`config.mk`:
```
export PLATFORM = sky130hd
export DESIGN_NAME = seq_timers
export DESIGN_NICKNAME = d
export VERILOG_FILES = /design/src/design/seq_timer_pkg.sv /design/src/design/seq_timers.sv
export SDC_FILE = /design/constraint.sdc
export NUM_CORES = 1
export LEC_CHECK = 0
export BUFFER_PORTS_ARGS = -buffer_cell sky130_fd_sc_hd__buf_2
export CAP_MARGIN = 20
export CORE_ASPECT_RATIO = 0.75
export CORE_UTILIZATION = 48
export CTS_CLUSTER_DIAMETER = 30
export DETAILED_ROUTE_END_ITERATION = 10
export PLACE_DENSITY = 0.67
export SLEW_MARGIN = 40
export SYNTH_ARGS = -nofsm -noshare
export SYNTH_HDL_FRONTEND = slang
export SYNTH_SLANG_ARGS = --single-unit
```
`constraint.sdc`:
```
create_clock -name sys_clk_i -period 3.16 [get_ports sys_clk_i]
set_input_delay 0.316 -clock sys_clk_i [delete_from_list [all_inputs] [get_ports sys_clk_i]]
set_output_delay 0.316 -clock sys_clk_i [all_outputs]
set_load 0.01 [all_outputs]
```
`src/design/seq_timer_pkg.sv`:
```
// Shared constants and carriers for the sequencer delay and power-good timers.
// Assumes a single 40 MHz system clock and synchronous pin inputs.
package seq_timer_pkg;
    localparam int CHANNELS = 4; // Sequenced rails
    localparam int CLK_MHZ = 40; // System clock rate in MHz
    localparam int DLY_MIN_US = 40; // Minimum inter-channel delay, us
    localparam int DISCHARGE_US = 40; // Delay timer discharge interval, us
    localparam int PGT_MIN_US = 5; // Minimum power-good timeout, us
    localparam int FAULT_PULSE_US = 80; // One-shot fault pulse width, us
    localparam int CNT_W = 24; // Timer counter width
    localparam logic [CNT_W-1:0] DLY_MIN_CYC = CNT_W'(DLY_MIN_US * CLK_MHZ);
    localparam logic [CNT_W-1:0] DISCHARGE_CYC = CNT_W'(DISCHARGE_US * CLK_MHZ);
    localparam logic [CNT_W-1:0] PGT_MIN_CYC = CNT_W'(PGT_MIN_US * CLK_MHZ);
    localparam logic [CNT_W-1:0] FAULT_PULSE_CYC = CNT_W'(FAULT_PULSE_US * CLK_MHZ);

    // Sequencer states
    typedef enum logic [2:0] {
        ST_INIT,
        ST_IDLE_OFF,
        ST_ON_DELAY,
        ST_ON_PGOOD,
        ST_ALL_ON,
        ST_OFF_DELAY,
        ST_OFF_WAIT,
        ST_FAULT
    } seq_state_e;

    // Rail-facing outputs grouped together
    typedef struct packed {
        logic [CHANNELS-1:0] enable; // Rail enables
        logic [CHANNELS-1:0] bias; // Hysteresis bias per feedback input
    } rail_ctrl_s;
endpackage

```
`src/design/seq_timers.sv`:
```
// Delay and power-good timer core of a four-channel supply sequencer.
// Assumes feedback comparators and triggers are synchronous to sys_clk_i.
`timescale 1ns/1ps
`default_nettype none
module seq_timers
    import seq_timer_pkg::*;
#(
    parameter logic [seq_timer_pkg::CNT_W-1:0] DISCHARGE = seq_timer_pkg::DISCHARGE_CYC,
    parameter logic [seq_timer_pkg::CNT_W-1:0] FAULT_PULSE = seq_timer_pkg::FAULT_PULSE_CYC
) (
    input wire logic sys_clk_i,
    input wire logic rst_b_i,
    input wire logic power_up_i,
    input wire logic power_down_i,
    input wire logic [seq_timer_pkg::CHANNELS-1:0] feedback_good_i,
    input wire logic input_undervoltage_sense_i,
    input wire logic [seq_timer_pkg::CNT_W-1:0] inter_channel_delay_i,
    input wire logic [seq_timer_pkg::CNT_W-1:0] power_good_timeout_i,
    input wire logic fault_line_i,
    output logic fault_line_o,
    output logic fault_line_oe_o,
    output seq_timer_pkg::rail_ctrl_s rail_o,
    output logic done_o
);
    import seq_timer_pkg::*;

    logic rst_meta_q; // Reset synchroniser first stage
    logic rst_b_q; // Released reset copy
    seq_state_e state_q; // Sequencer state
    logic [1:0] chan_q; // Channel being handled
    logic [CNT_W-1:0] tmr_q; // Shared delay / power-good counter
    logic [CNT_W-1:0] dis_q; // Delay timer discharge counter
    logic [CNT_W-1:0] pulse_q; // Fault one-shot counter
    logic up_q; // Previous up trigger
    logic down_q; // Previous down trigger
    logic up_rise; // Up trigger rising edge
    logic down_fall; // Down trigger falling edge
    logic ext_fault; // Peer pulls the line low
    logic [CNT_W-1:0] dly_lim; // Effective delay count
    logic [CNT_W-1:0] pgt_lim; // Effective timeout count
    logic fault_evt; // Internal fault this cycle (timeout or trigger)
    rail_ctrl_s rail_q; // Registered rail outputs

    // Clamp a programmed count to its floor
    function automatic logic [CNT_W-1:0] at_least(input logic [CNT_W-1:0] v, input logic [CNT_W-1:0] lo);
        at_least = (v < lo) ? lo : v;
    endfunction

    // Reset release through two flops
    always_ff @(posedge sys_clk_i or negedge rst_b_i)
    begin
        if (!rst_b_i)
        begin
            rst_meta_q <= 1'b0;
            rst_b_q <= 1'b0;
        end
        else
        begin
            rst_meta_q <= 1'b1;
            rst_b_q <= rst_meta_q;
        end
    end

    // Trigger history for edge detection
    always_ff @(posedge sys_clk_i or negedge rst_b_q)
    begin
        if (!rst_b_q)
        begin
            up_q <= 1'b0;
            down_q <= 1'b0;
        end
        else
        begin
            up_q <= power_up_i;
            down_q <= power_down_i;
        end
    end

    assign up_rise = power_up_i && !up_q;
    assign down_fall = !power_down_i && down_q;
    // Own drive excluded so our pulse does not latch us forever
    assign ext_fault = !fault_line_i && !fault_line_oe_o;
    assign dly_lim = at_least(inter_channel_delay_i, DLY_MIN_CYC);
    assign pgt_lim = at_least(power_good_timeout_i, PGT_MIN_CYC);

    // Internal faults that fire the one-shot
    always_comb
    begin
        fault_evt = 1'b0;
        case (state_q)
            ST_ON_PGOOD:
            begin
                // Timeout without feedback good
                fault_evt = !feedback_good_i[chan_q] && (tmr_q + 1'b1 >= pgt_lim);
            end
            ST_ON_DELAY, ST_ALL_ON:
            begin
                // Up may drop once all rails are on, so tied triggers can power down
                fault_evt = up_rise || (!power_up_i && state_q == ST_ON_DELAY);
            end
            default:
            begin
                fault_evt = 1'b0;
            end
        endcase
    end

    // Fault one-shot and undervoltage hold on the shared line
    always_ff @(posedge sys_clk_i or negedge rst_b_q)
    begin
        if (!rst_b_q)
        begin
            pulse_q <= '0;
        end
        else if (fault_evt)
        begin
            pulse_q <= FAULT_PULSE;
        end
        else if (pulse_q != '0)
        begin
            pulse_q <= pulse_q - 1'b1;
        end
    end

    // Open-drain: only ever drive low
    assign fault_line_o = 1'b0;
    assign fault_line_oe_o = (pulse_q != '0) || input_undervoltage_sense_i;

    // Discharge interval after each delay; timer unusable meanwhile
    always_ff @(posedge sys_clk_i or negedge rst_b_q)
    begin
        if (!rst_b_q)
        begin
            dis_q <= '0;
        end
        else if ((state_q == ST_ON_DELAY || state_q == ST_OFF_DELAY) && tmr_q + 1'b1 >= dly_lim && dis_q == '0)
        begin
            dis_q <= DISCHARGE;
        end
        else if (dis_q != '0)
        begin
            dis_q <= dis_q - 1'b1;
        end
    end

    // Sequencer and shared timer
    always_ff @(posedge sys_clk_i or negedge rst_b_q)
    begin
        if (!rst_b_q)
        begin
            state_q <= ST_INIT;
            chan_q <= '0;
            tmr_q <= '0;
            rail_q <= '0;
            done_o <= 1'b0;
        end
        else if (ext_fault || fault_evt || input_undervoltage_sense_i)
        begin
            // All rails off together
            state_q <= ST_FAULT;
            rail_q <= '0;
            tmr_q <= '0;
            done_o <= 1'b0;
        end
        else
        begin
            case (state_q)
                ST_INIT, ST_FAULT:
                begin
                    // Leave only once the line is released
                    if (pulse_q == '0 && fault_line_i)
                    begin
                        state_q <= ST_IDLE_OFF;
                    end
                end
                ST_IDLE_OFF:
                begin
                    if (up_rise)
                    begin
                        state_q <= ST_ON_DELAY;
                        chan_q <= '0;
                        tmr_q <= '0;
                    end
                end
                ST_ON_DELAY:
                begin
                    // Counting only once the discharge is over
                    if (dis_q != '0)
                    begin
                        tmr_q <= '0;
                    end
                    else if (tmr_q + 1'b1 >= dly_lim)
                    begin
                        rail_q.enable[chan_q] <= 1'b1;
                        state_q <= ST_ON_PGOOD;
                        tmr_q <= '0;
                    end
                    else
                    begin
                        tmr_q <= tmr_q + 1'b1;
                    end
                end
                ST_ON_PGOOD:
                begin
                    if (feedback_good_i[chan_q])
                    begin
                        tmr_q <= '0;
                        if (chan_q == 2'(CHANNELS - 1))
                        begin
                            state_q <= ST_ALL_ON;
                            done_o <= 1'b1;
                        end
                        else
                        begin
                            chan_q <= chan_q + 1'b1;
                            state_q <= ST_ON_DELAY;
                        end
                    end
                    else
                    begin
                        tmr_q <= tmr_q + 1'b1;
                    end
                end
                ST_ALL_ON:
                begin
                    if (down_fall)
                    begin
                        state_q <= ST_OFF_DELAY;
                        tmr_q <= '0;
                    end
                end
                ST_OFF_DELAY:
                begin
                    if (dis_q != '0)
                    begin
                        tmr_q <= '0;
                    end
                    else if (tmr_q + 1'b1 >= dly_lim)
                    begin
                        rail_q.enable[chan_q] <= 1'b0;
                        rail_q.bias[chan_q] <= 1'b1;
                        state_q <= ST_OFF_WAIT;
                        tmr_q <= '0;
                    end
                    else
                    begin
                        tmr_q <= tmr_q + 1'b1;
                    end
                end
                ST_OFF_WAIT:
                begin
                    // No timeout here, feedback just has to fall
                    if (!feedback_good_i[chan_q])
                    begin
                        rail_q.bias[chan_q] <= 1'b0;
                        if (chan_q == '0)
                        begin
                            state_q <= ST_IDLE_OFF;
                            done_o <= 1'b0;
                        end
                        else
                        begin
                            chan_q <= chan_q - 1'b1;
                            state_q <= ST_OFF_DELAY;
                        end
                    end
                end
                default:
                begin
                    state_q <= ST_INIT;
                end
            endcase
        end
    end

    assign rail_o = rail_q;
endmodule
`default_nettype wire
```
==> results.txt, run 1 <==
TritonCTS Sinks: 90
RSZ-0062 raised after global routing: true
fmax: 0.280 GHz
Netlist cell types: 73
largest net degree at the start of global routing: 39
clock latency on the worst-skew pair: 0.35 ns
die footprint: 13,800 um2
failing checks: setup timing
number of synthesized flops with an enable pin: 0
largest delay contributor family on the critical path: simple AND/OR/NAND/NOR gates
placed instance count: 1,012
critical-path cell list: ha_4, nand3_4, buf_6, nor2_4, nand3_2, nor2_4, nand3_2, xnor2_2, buf_4, ha_1, and4_4, a221oi_2, o21ai_2, a31oi_4, nand2_4, buf_12, a311oi_2
initial core utilization: 49.2%
syn_area_per_cell: 9.24 um2
CP Class: reg -> reg
DR WL/cell: 18.3 um
critical-path maximum fanout: 8
arrival time worst endpoint: 3.81 ns
setup slack after layout: -0.413 ns
DRC errors left: 0
Post-DP HPWL: 12.7 mm
crit path to: tmr_q[8]
Final Skew: 0.0121 ns
Synth top area share: 35.3%
peak supply drop: 0.415 mV
setup TNS: -15.23 ns
Hold Slack: 0.0895 ns
Syn Nets: 800
GRT Total Usage: 29.6%
vias after detailed routing: 6,275
Root Buffer: clkbuf_16
outcome: finished with violations
Max Cap Viol: 0
minimum clock period after layout: 3.57 ns
fin. max-slew vios: 0
vias in the first global route: 6,381
ys async rst share: 100%
grt total ovfl: 0
first-pass GRT wire length: 31.7 mm
reg-to-reg endpoint: tmr_q[8]
cts bufs inserted: 9
Post-DRT Antenna Nets: 0
initial antenna violation count: 0
Worst slew margin: 44.0%
setup slack, reg-to-reg: -0.41 ns
# setup viols final: 65
HP Class: in -> reg
CP max stage delay: 0.43 ns
Post-Layout Cell Count: 1,074
post-synth top area cell: dfrtp_1
final wirelength: 19.7 mm
static leakage: 4.31 nW
num rows: 36
Yosys reg bits: 90
most frequent cells in the layout: 122 x buf_4, 84 x dfrtp_1, 67 x buf_2, 49 x nand2_1, 41 x ha_1
initial drt markers: 426
sequential area share after synthesis: 35.3%
Area contributors post-synth: dfrtp_1 35%, ha_1 10%, xor2_1 4.0%
Mapped Area: 6380 um2
WP data required: 3.40 ns
# diodes: 0
nets: 1,007
total power: 5.11 mW
post-layout util: 72.0%
Slew @ Worst Pin: 0.836 ns
Die W: 135 um
final instance area: 9350 um2
Reg2Reg Depth: 17
Slowest cell on crit path: dfrtp_2
# H-tree levels: 3
IO Pins: 69
most common cell after layout, fill and taps aside: buf_4
Clock Path Buffers: 2
Buffers & Inverters on Critical Path: 3
GP Congestion: 0.883
die height: 102 um
DP Worst Slack: -0.546 ns
CP Launch Type: flip-flop
total core area: 13,000 um2
Area after DPL: 7820 um2
Port Buffers: 67
crit path from: tmr_q[1]
Most used DFF post-synth: dfrtp_1
critical path endpoint category: flip-flop
Clk pin slew, worst setup/hold paths: 0.06 ns
WP depth: 17
layout cells sized above 1: 44.4%
R2R Path Start: tmr_q[1]
final hold viol count: 0
Mapped Cells: 691
CTS tree: built
Tcrit/Tclk final: 113%
YS warnings: 0
pwr/cell area: 547 nW/um2
area grow syn2layout: 46.4%
TritonRoute pass-1 iters: 8
post-DR vias/cell: 5.84
-- area by class of cell --
class                      count  area [um2]
inverter                      37         139
clock inverter                 4        73.8
multi-input combinational    543        4690
clock buffer                  12         256
timing repair buffer         217        1710
tap                          171         214
sequential                    90        2260
fill                         924        3630
-- report_power, final --
part           switching, mW  internal, mW
Combinational           1.11         0.923
Sequential             0.393          1.48
Clock                  0.467         0.737
Total                   1.97          3.14
-- worst min path at each step --
stage                  to  slack, ns         start  cells past startpoint
3_5_place_dp   rst_meta_q       0.10       rst_b_i                      1
2_1_floorplan     rst_b_q       0.02       rst_b_i                      0
3_3_place_gp   rst_meta_q       0.10       rst_b_i                      1
4_1_cts            down_q       0.08  power_down_i                      1
5_1_grt            down_q       0.08  power_down_i                      1
6_report           down_q       0.09  power_down_i                      1
-- metal layers --
| layer | global-route usage (%) | vias up | share of wire [%] |
|---|---|---|---|
| met5 | 0 | - | 0 |
| met4 | 10.7 | 0 | 2.1 |
| met3 | 5.61 | 38 | 4.3 |
| met2 | 49.4 | 180 | 49 |
| met1 | 38.6 | 3106 | 45 |
| li1 | - | 2951 | - |
-- state kept, by name, indices dropped and copies added, names as in the netlist --
register    count
dis_q          24
pulse_q        24
tmr_q          24
rail_o          8
state_q         3
chan_q          2
done_o          1
down_q          1
rst_b_q         1
rst_meta_q      1
up_q            1
-- kinds of logic after synthesis --
kind of cell | after synthesis | synth area share [%]
buf+inv | 61 | 4.53
xor+xnor | 53 | 7.27
compound gates | 143 | 17.4
fa+ha+maj | 51 | 10.0
flops | 90 | 35.3
mux | 8 | 1.49
simple gates | 283 | 24.0
other cells | 2 | 0.118
-- timing repair --
item / 4_1_cts / 5_1_grt
pin swaps: 57 / 45
gates resized for setup: 112 / 30
hold buffers: 1 / 0
gates cloned: 7 / 1
buffers inserted: 30 / 11
setup endpoints to repair: 65 / 66
endpoints found under the hold margin: 2 / 0
-- synthesized netlist by cell type, types with 3 or more instances --
| master | number |
|---|---|
| a211oi_1 | 6 |
| a21oi_1 | 38 |
| a21oi_2 | 8 |
| a221oi_1 | 3 |
| a22oi_1 | 4 |
| a311oi_1 | 4 |
| a311oi_2 | 15 |
| a31oi_1 | 6 |
| a41oi_1 | 3 |
| and2_1 | 7 |
| and3_1 | 13 |
| and4_1 | 5 |
| buf_2 | 4 |
| buf_4 | 3 |
| clkbuf_1 | 14 |
| dfrtp_1 | 90 |
| ha_1 | 51 |
| inv_1 | 37 |
| mux2i_1 | 5 |
| nand2_1 | 60 |
| nand2b_1 | 18 |
| nand3_1 | 25 |
| nand4_1 | 13 |
| nor2_1 | 52 |
| nor2b_1 | 12 |
| nor3_1 | 26 |
| nor4_1 | 17 |
| o2111ai_1 | 3 |
| o21a_1 | 6 |
| o21ai_0 | 16 |
| o21ai_1 | 3 |
| o22ai_1 | 3 |
| or2_2 | 4 |
| or3_1 | 6 |
| or4_1 | 8 |
| xnor2_1 | 24 |
| xor2_1 | 29 |
-- worst reg2reg max path: stages, from the launching register on --
cell      delay, ns
dfrtp_2        0.43
ha_4           0.17
nand3_4        0.09
buf_6          0.14
nor2_4         0.10
nand3_2        0.12
nor2_4         0.19
nand3_2        0.12
xnor2_2        0.16
buf_4          0.15
ha_1           0.28
and4_4         0.19
a221oi_2       0.30
o21ai_2        0.16
a31oi_4        0.27
nand2_4        0.17
buf_12         0.23
a311oi_2       0.22
Note: power is estimated with default switching activity, not from simulation.
==> inputs of run 2 (changes only) <==
--- a/config.mk
+++ b/config.mk
@@ -5,13 +5,14 @@
 export SDC_FILE = /design/constraint.sdc
 export NUM_CORES = 1
 export LEC_CHECK = 0
-export BUFFER_PORTS_ARGS = -buffer_cell sky130_fd_sc_hd__buf_2
+export BUFFER_PORTS_ARGS = -buffer_cell sky130_fd_sc_hd__buf_4
 export CAP_MARGIN = 20
 export CORE_ASPECT_RATIO = 0.75
 export CORE_UTILIZATION = 48
 export CTS_CLUSTER_DIAMETER = 30
 export DETAILED_ROUTE_END_ITERATION = 10
 export PLACE_DENSITY = 0.67
+export RECOVER_POWER = 25
 export SLEW_MARGIN = 40
 export SYNTH_ARGS = -nofsm -noshare
 export SYNTH_HDL_FRONTEND = slang
==> constraint.sdc (replaced) <==
create_clock -name sys_clk_i -period 3.8 [get_ports sys_clk_i]
set_input_delay 0.38 -clock sys_clk_i [delete_from_list [all_inputs] [get_ports sys_clk_i]]
set_output_delay 0.38 -clock sys_clk_i [all_outputs]
set_load 0.01 [all_outputs]
==> run 2 against run 1 <==
Effect of this change:
- the run ends with capacitance limit, slew limit left
- combinational power is 34% lower
- die area did not move
- clock skew shrank 0.00080 ns
- flip-flop and latch count unchanged
- worst setup slack improved by 0.52 ns
- final cell count is 8.3% lower
- highest routed layer unchanged
==> results.txt, run 2 (synthesized netlist as in run 1, its figures left out) <==
Final Skew: 0.0113 ns (was 0.0121 ns)
final hold viol count: 0 (unchanged)
GP Congestion: 0.882 (was 0.883)
fin. max-slew vios: 30 (was 0)
pwr/cell area: 473 nW/um2 (was 547 nW/um2)
minimum clock period after layout: 3.70 ns (was 3.57 ns)
critical path endpoint category: flip-flop (unchanged)
Die W: 135 um (unchanged)
nets: 918 (was 1,007)
die footprint: 13,800 um2 (unchanged)
Hold Slack: 0.168 ns (was 0.0895 ns)
cts bufs inserted: 9 (unchanged)
layout cells sized above 1: 27.3% (was 44.4%)
arrival time worst endpoint: 3.89 ns (was 3.81 ns)
static leakage: 3.77 nW (was 4.31 nW)
Logic pwr share: 35.2% (was 39.9%)
most frequent cells in the layout: 119 x buf_4, 90 x dfrtp_1, 59 x nand2_1, 51 x nor2_1, 50 x ha_1 (was 122 x buf_4, 84 x dfrtp_1, 67 x buf_2, 49 x nand2_1, 41 x ha_1)
area grow syn2layout: 25.9% (was 46.4%)
grt total ovfl: 0 (unchanged)
Internal Power: 2.29 mW (was 3.14 mW)
Slowest cell on crit path: dfrtp_1 (was dfrtp_2)
WP data required: 3.99 ns (was 3.40 ns)
fmax: 0.271 GHz (was 0.280 GHz)
total core area: 13,000 um2 (unchanged)
HP Class: in -> reg (unchanged)
Tcrit/Tclk final: 97.3% (was 113%)
Reg power frac: 41.1% (was 36.6%)
initial antenna violation count: 0 (unchanged)
Post-DP HPWL: 12.4 mm (was 12.7 mm)
vias after detailed routing: 5,690 (was 6,275)
post-layout util: 62.0% (was 72.0%)
DR WL/cell: 17.0 um (was 18.3 um)
setup slack, reg-to-reg: 0.10 ns (was -0.41 ns)
CP max stage delay: 0.43 ns (about the same)
final wirelength: 16.7 mm (was 19.7 mm)
initial core utilization: 49.2% (unchanged)
Slew @ Worst Pin: 1.51 ns (was 0.836 ns)
GRT Total Usage: 24.5% (was 29.6%)
Root Buffer: clkbuf_16 (unchanged)
peak supply drop: 0.484 mV (was 0.415 mV)
Net Sw Frac: 39.7% (was 38.6%)
first-pass GRT wire length: 26.7 mm (was 31.7 mm)
failing checks: capacitance limit, slew limit (was setup timing)
initial drt markers: 329 (was 426)
Max Cap Viol: 1 (was 0)
most common cell after layout, fill and taps aside: buf_4 (unchanged)
Worst slew margin: -0.920% (was 44.0%)
CTS tree: built (unchanged)
critical-path cell list: ha_2, nand3_4, nor2_4, nand3_1, nor2_1, buf_4, nand3_2, xnor2_2, ha_1, nand4_1, nor2_1, o2111ai_1, buf_4, o2111ai_4, nand2_4, buf_12, a21oi_1, a311oi_2 (was ha_4, nand3_4, buf_6, nor2_4, nand3_2, nor2_4, nand3_2, xnor2_2, buf_4, ha_1, and4_4, a221oi_2, o21ai_2, a31oi_4, nand2_4, buf_12, a311oi_2)
DRC errors left: 0 (unchanged)
clock latency on the worst-skew pair: 0.35 ns (about the same)
TritonRoute pass-1 iters: 5 (was 8)
power share of the clock group: 23.7% (was 23.6%)
IO Pins: 69 (unchanged)
die height: 102 um (unchanged)
total power: 3.80 mW (was 5.11 mW)
# diodes: 0 (unchanged)
Post-DRT Antenna Nets: 0 (unchanged)
critical-path maximum fanout: 13 (was 8)
vias in the first global route: 5,576 (was 6,381)
post-DR vias/cell: 5.78 (was 5.84)
# H-tree levels: 3 (unchanged)
# setup viols final: 0 (was 65)
Clock Path Buffers: 2 (unchanged)
Port Buffers: 67 (unchanged)
Sw Pwr: 1.51 mW (was 1.97 mW)
largest net degree at the start of global routing: 37 (was 39)
outcome: finished with violations (unchanged)
Clk pin slew, worst setup/hold paths: 0.07 ns (was 0.06 ns)
TritonCTS Sinks: 90 (unchanged)
num rows: 36 (unchanged)
CP Class: reg -> reg (unchanged)
biggest regs: dis_q (24), pulse_q (24), tmr_q (24) (unchanged)
fillers: 1,136 (was 924)
CP Launch Type: flip-flop (unchanged)
[run 2: cell types whose count changed in the layout (fill, tap and decap cells not counted), moves of 10 or more]
cell     before  now
ha_4         10    0
buf_6        13    0
nand2_1      49   59
nor2_1       40   51
buf_2        67    0
[run 2: timing repair]
action / in CTS / in global routing
pin swaps: 3 / 10
hold buffers: 1 / 0
setup buffers: 0 / 12
hold endpoints to repair: 2 / 0
setup endpoints to repair: 35 / 63
gates cloned: 1 / 2
resized for setup: 12 / 28
[run 2: per-layer routing]
layer,track usage (%),up-vias,wire length [um]
met3,4.32,25,609
met2,42.5,117,8230
met5,0,-,0
met4,7.43,0,239
li1,-,2758,-
met1,31.4,2790,7650
[run 2: worst paths after layout]
kind,cells past startpoint,end,start
min in group asynchronous,2,rst_b_q,rst_b_i
worst max-delay path,18,tmr_q[5],tmr_q[0]
worst min-delay path,1,down_q,power_down_i
worst max register to register,18,tmr_q[5],tmr_q[0]
max in group asynchronous,1,down_q,rst_b_q
worst min register to register,0,rst_b_q,rst_meta_q
[run 2: area by class of cell]
type	count	area, um2	share of cell area, %
timing repair buffer	130	1050	13.1
clock inverter	6	65.1	0.809
tap	171	214	2.66
multi-input combinational	541	4080	50.7
sequential	90	2250	28.0
clock buffer	10	239	2.97
inverter	37	139	1.73
[run 2: through the flow]
stage / area [um2] / setup WS [ns] / std cells / TNS (ns)
floorplan: 6410 / 0.0113 / 691 / 0
global placement: 7360 / -0.0800 / 951 / -0.0802
detailed placement: 7400 / -0.280 / 953 / -2.74
CTS: 7770 / 0.00135 / 971 / 0
global route: 8040 / -0.118 / 985 / -1.78
finish: 8040 / 0.104 / 985 / 0
[run 2: critical path, delay by kind of cell, from the launching register on]
kind	cells	cell delay, ns
AOI/OAI and AO/OA	4	0.69
xor gates and xnor gates	1	0.16
adders and majority gates	2	0.54
buffers and inverters	3	0.55
DFF	1	0.43
and+or+nand+nor	8	1.17
[run 2: power by group through the flow]
stage               combinational [mW]  clock (mW)  sequential [mW]
floorplan                         1.01           0             1.47
global placement                  1.21           0             1.56
detailed placement                1.28           0             1.57
CTS                               1.29       0.921             1.56
global route                      1.48       0.957             1.61
finish                            1.34       0.900             1.56
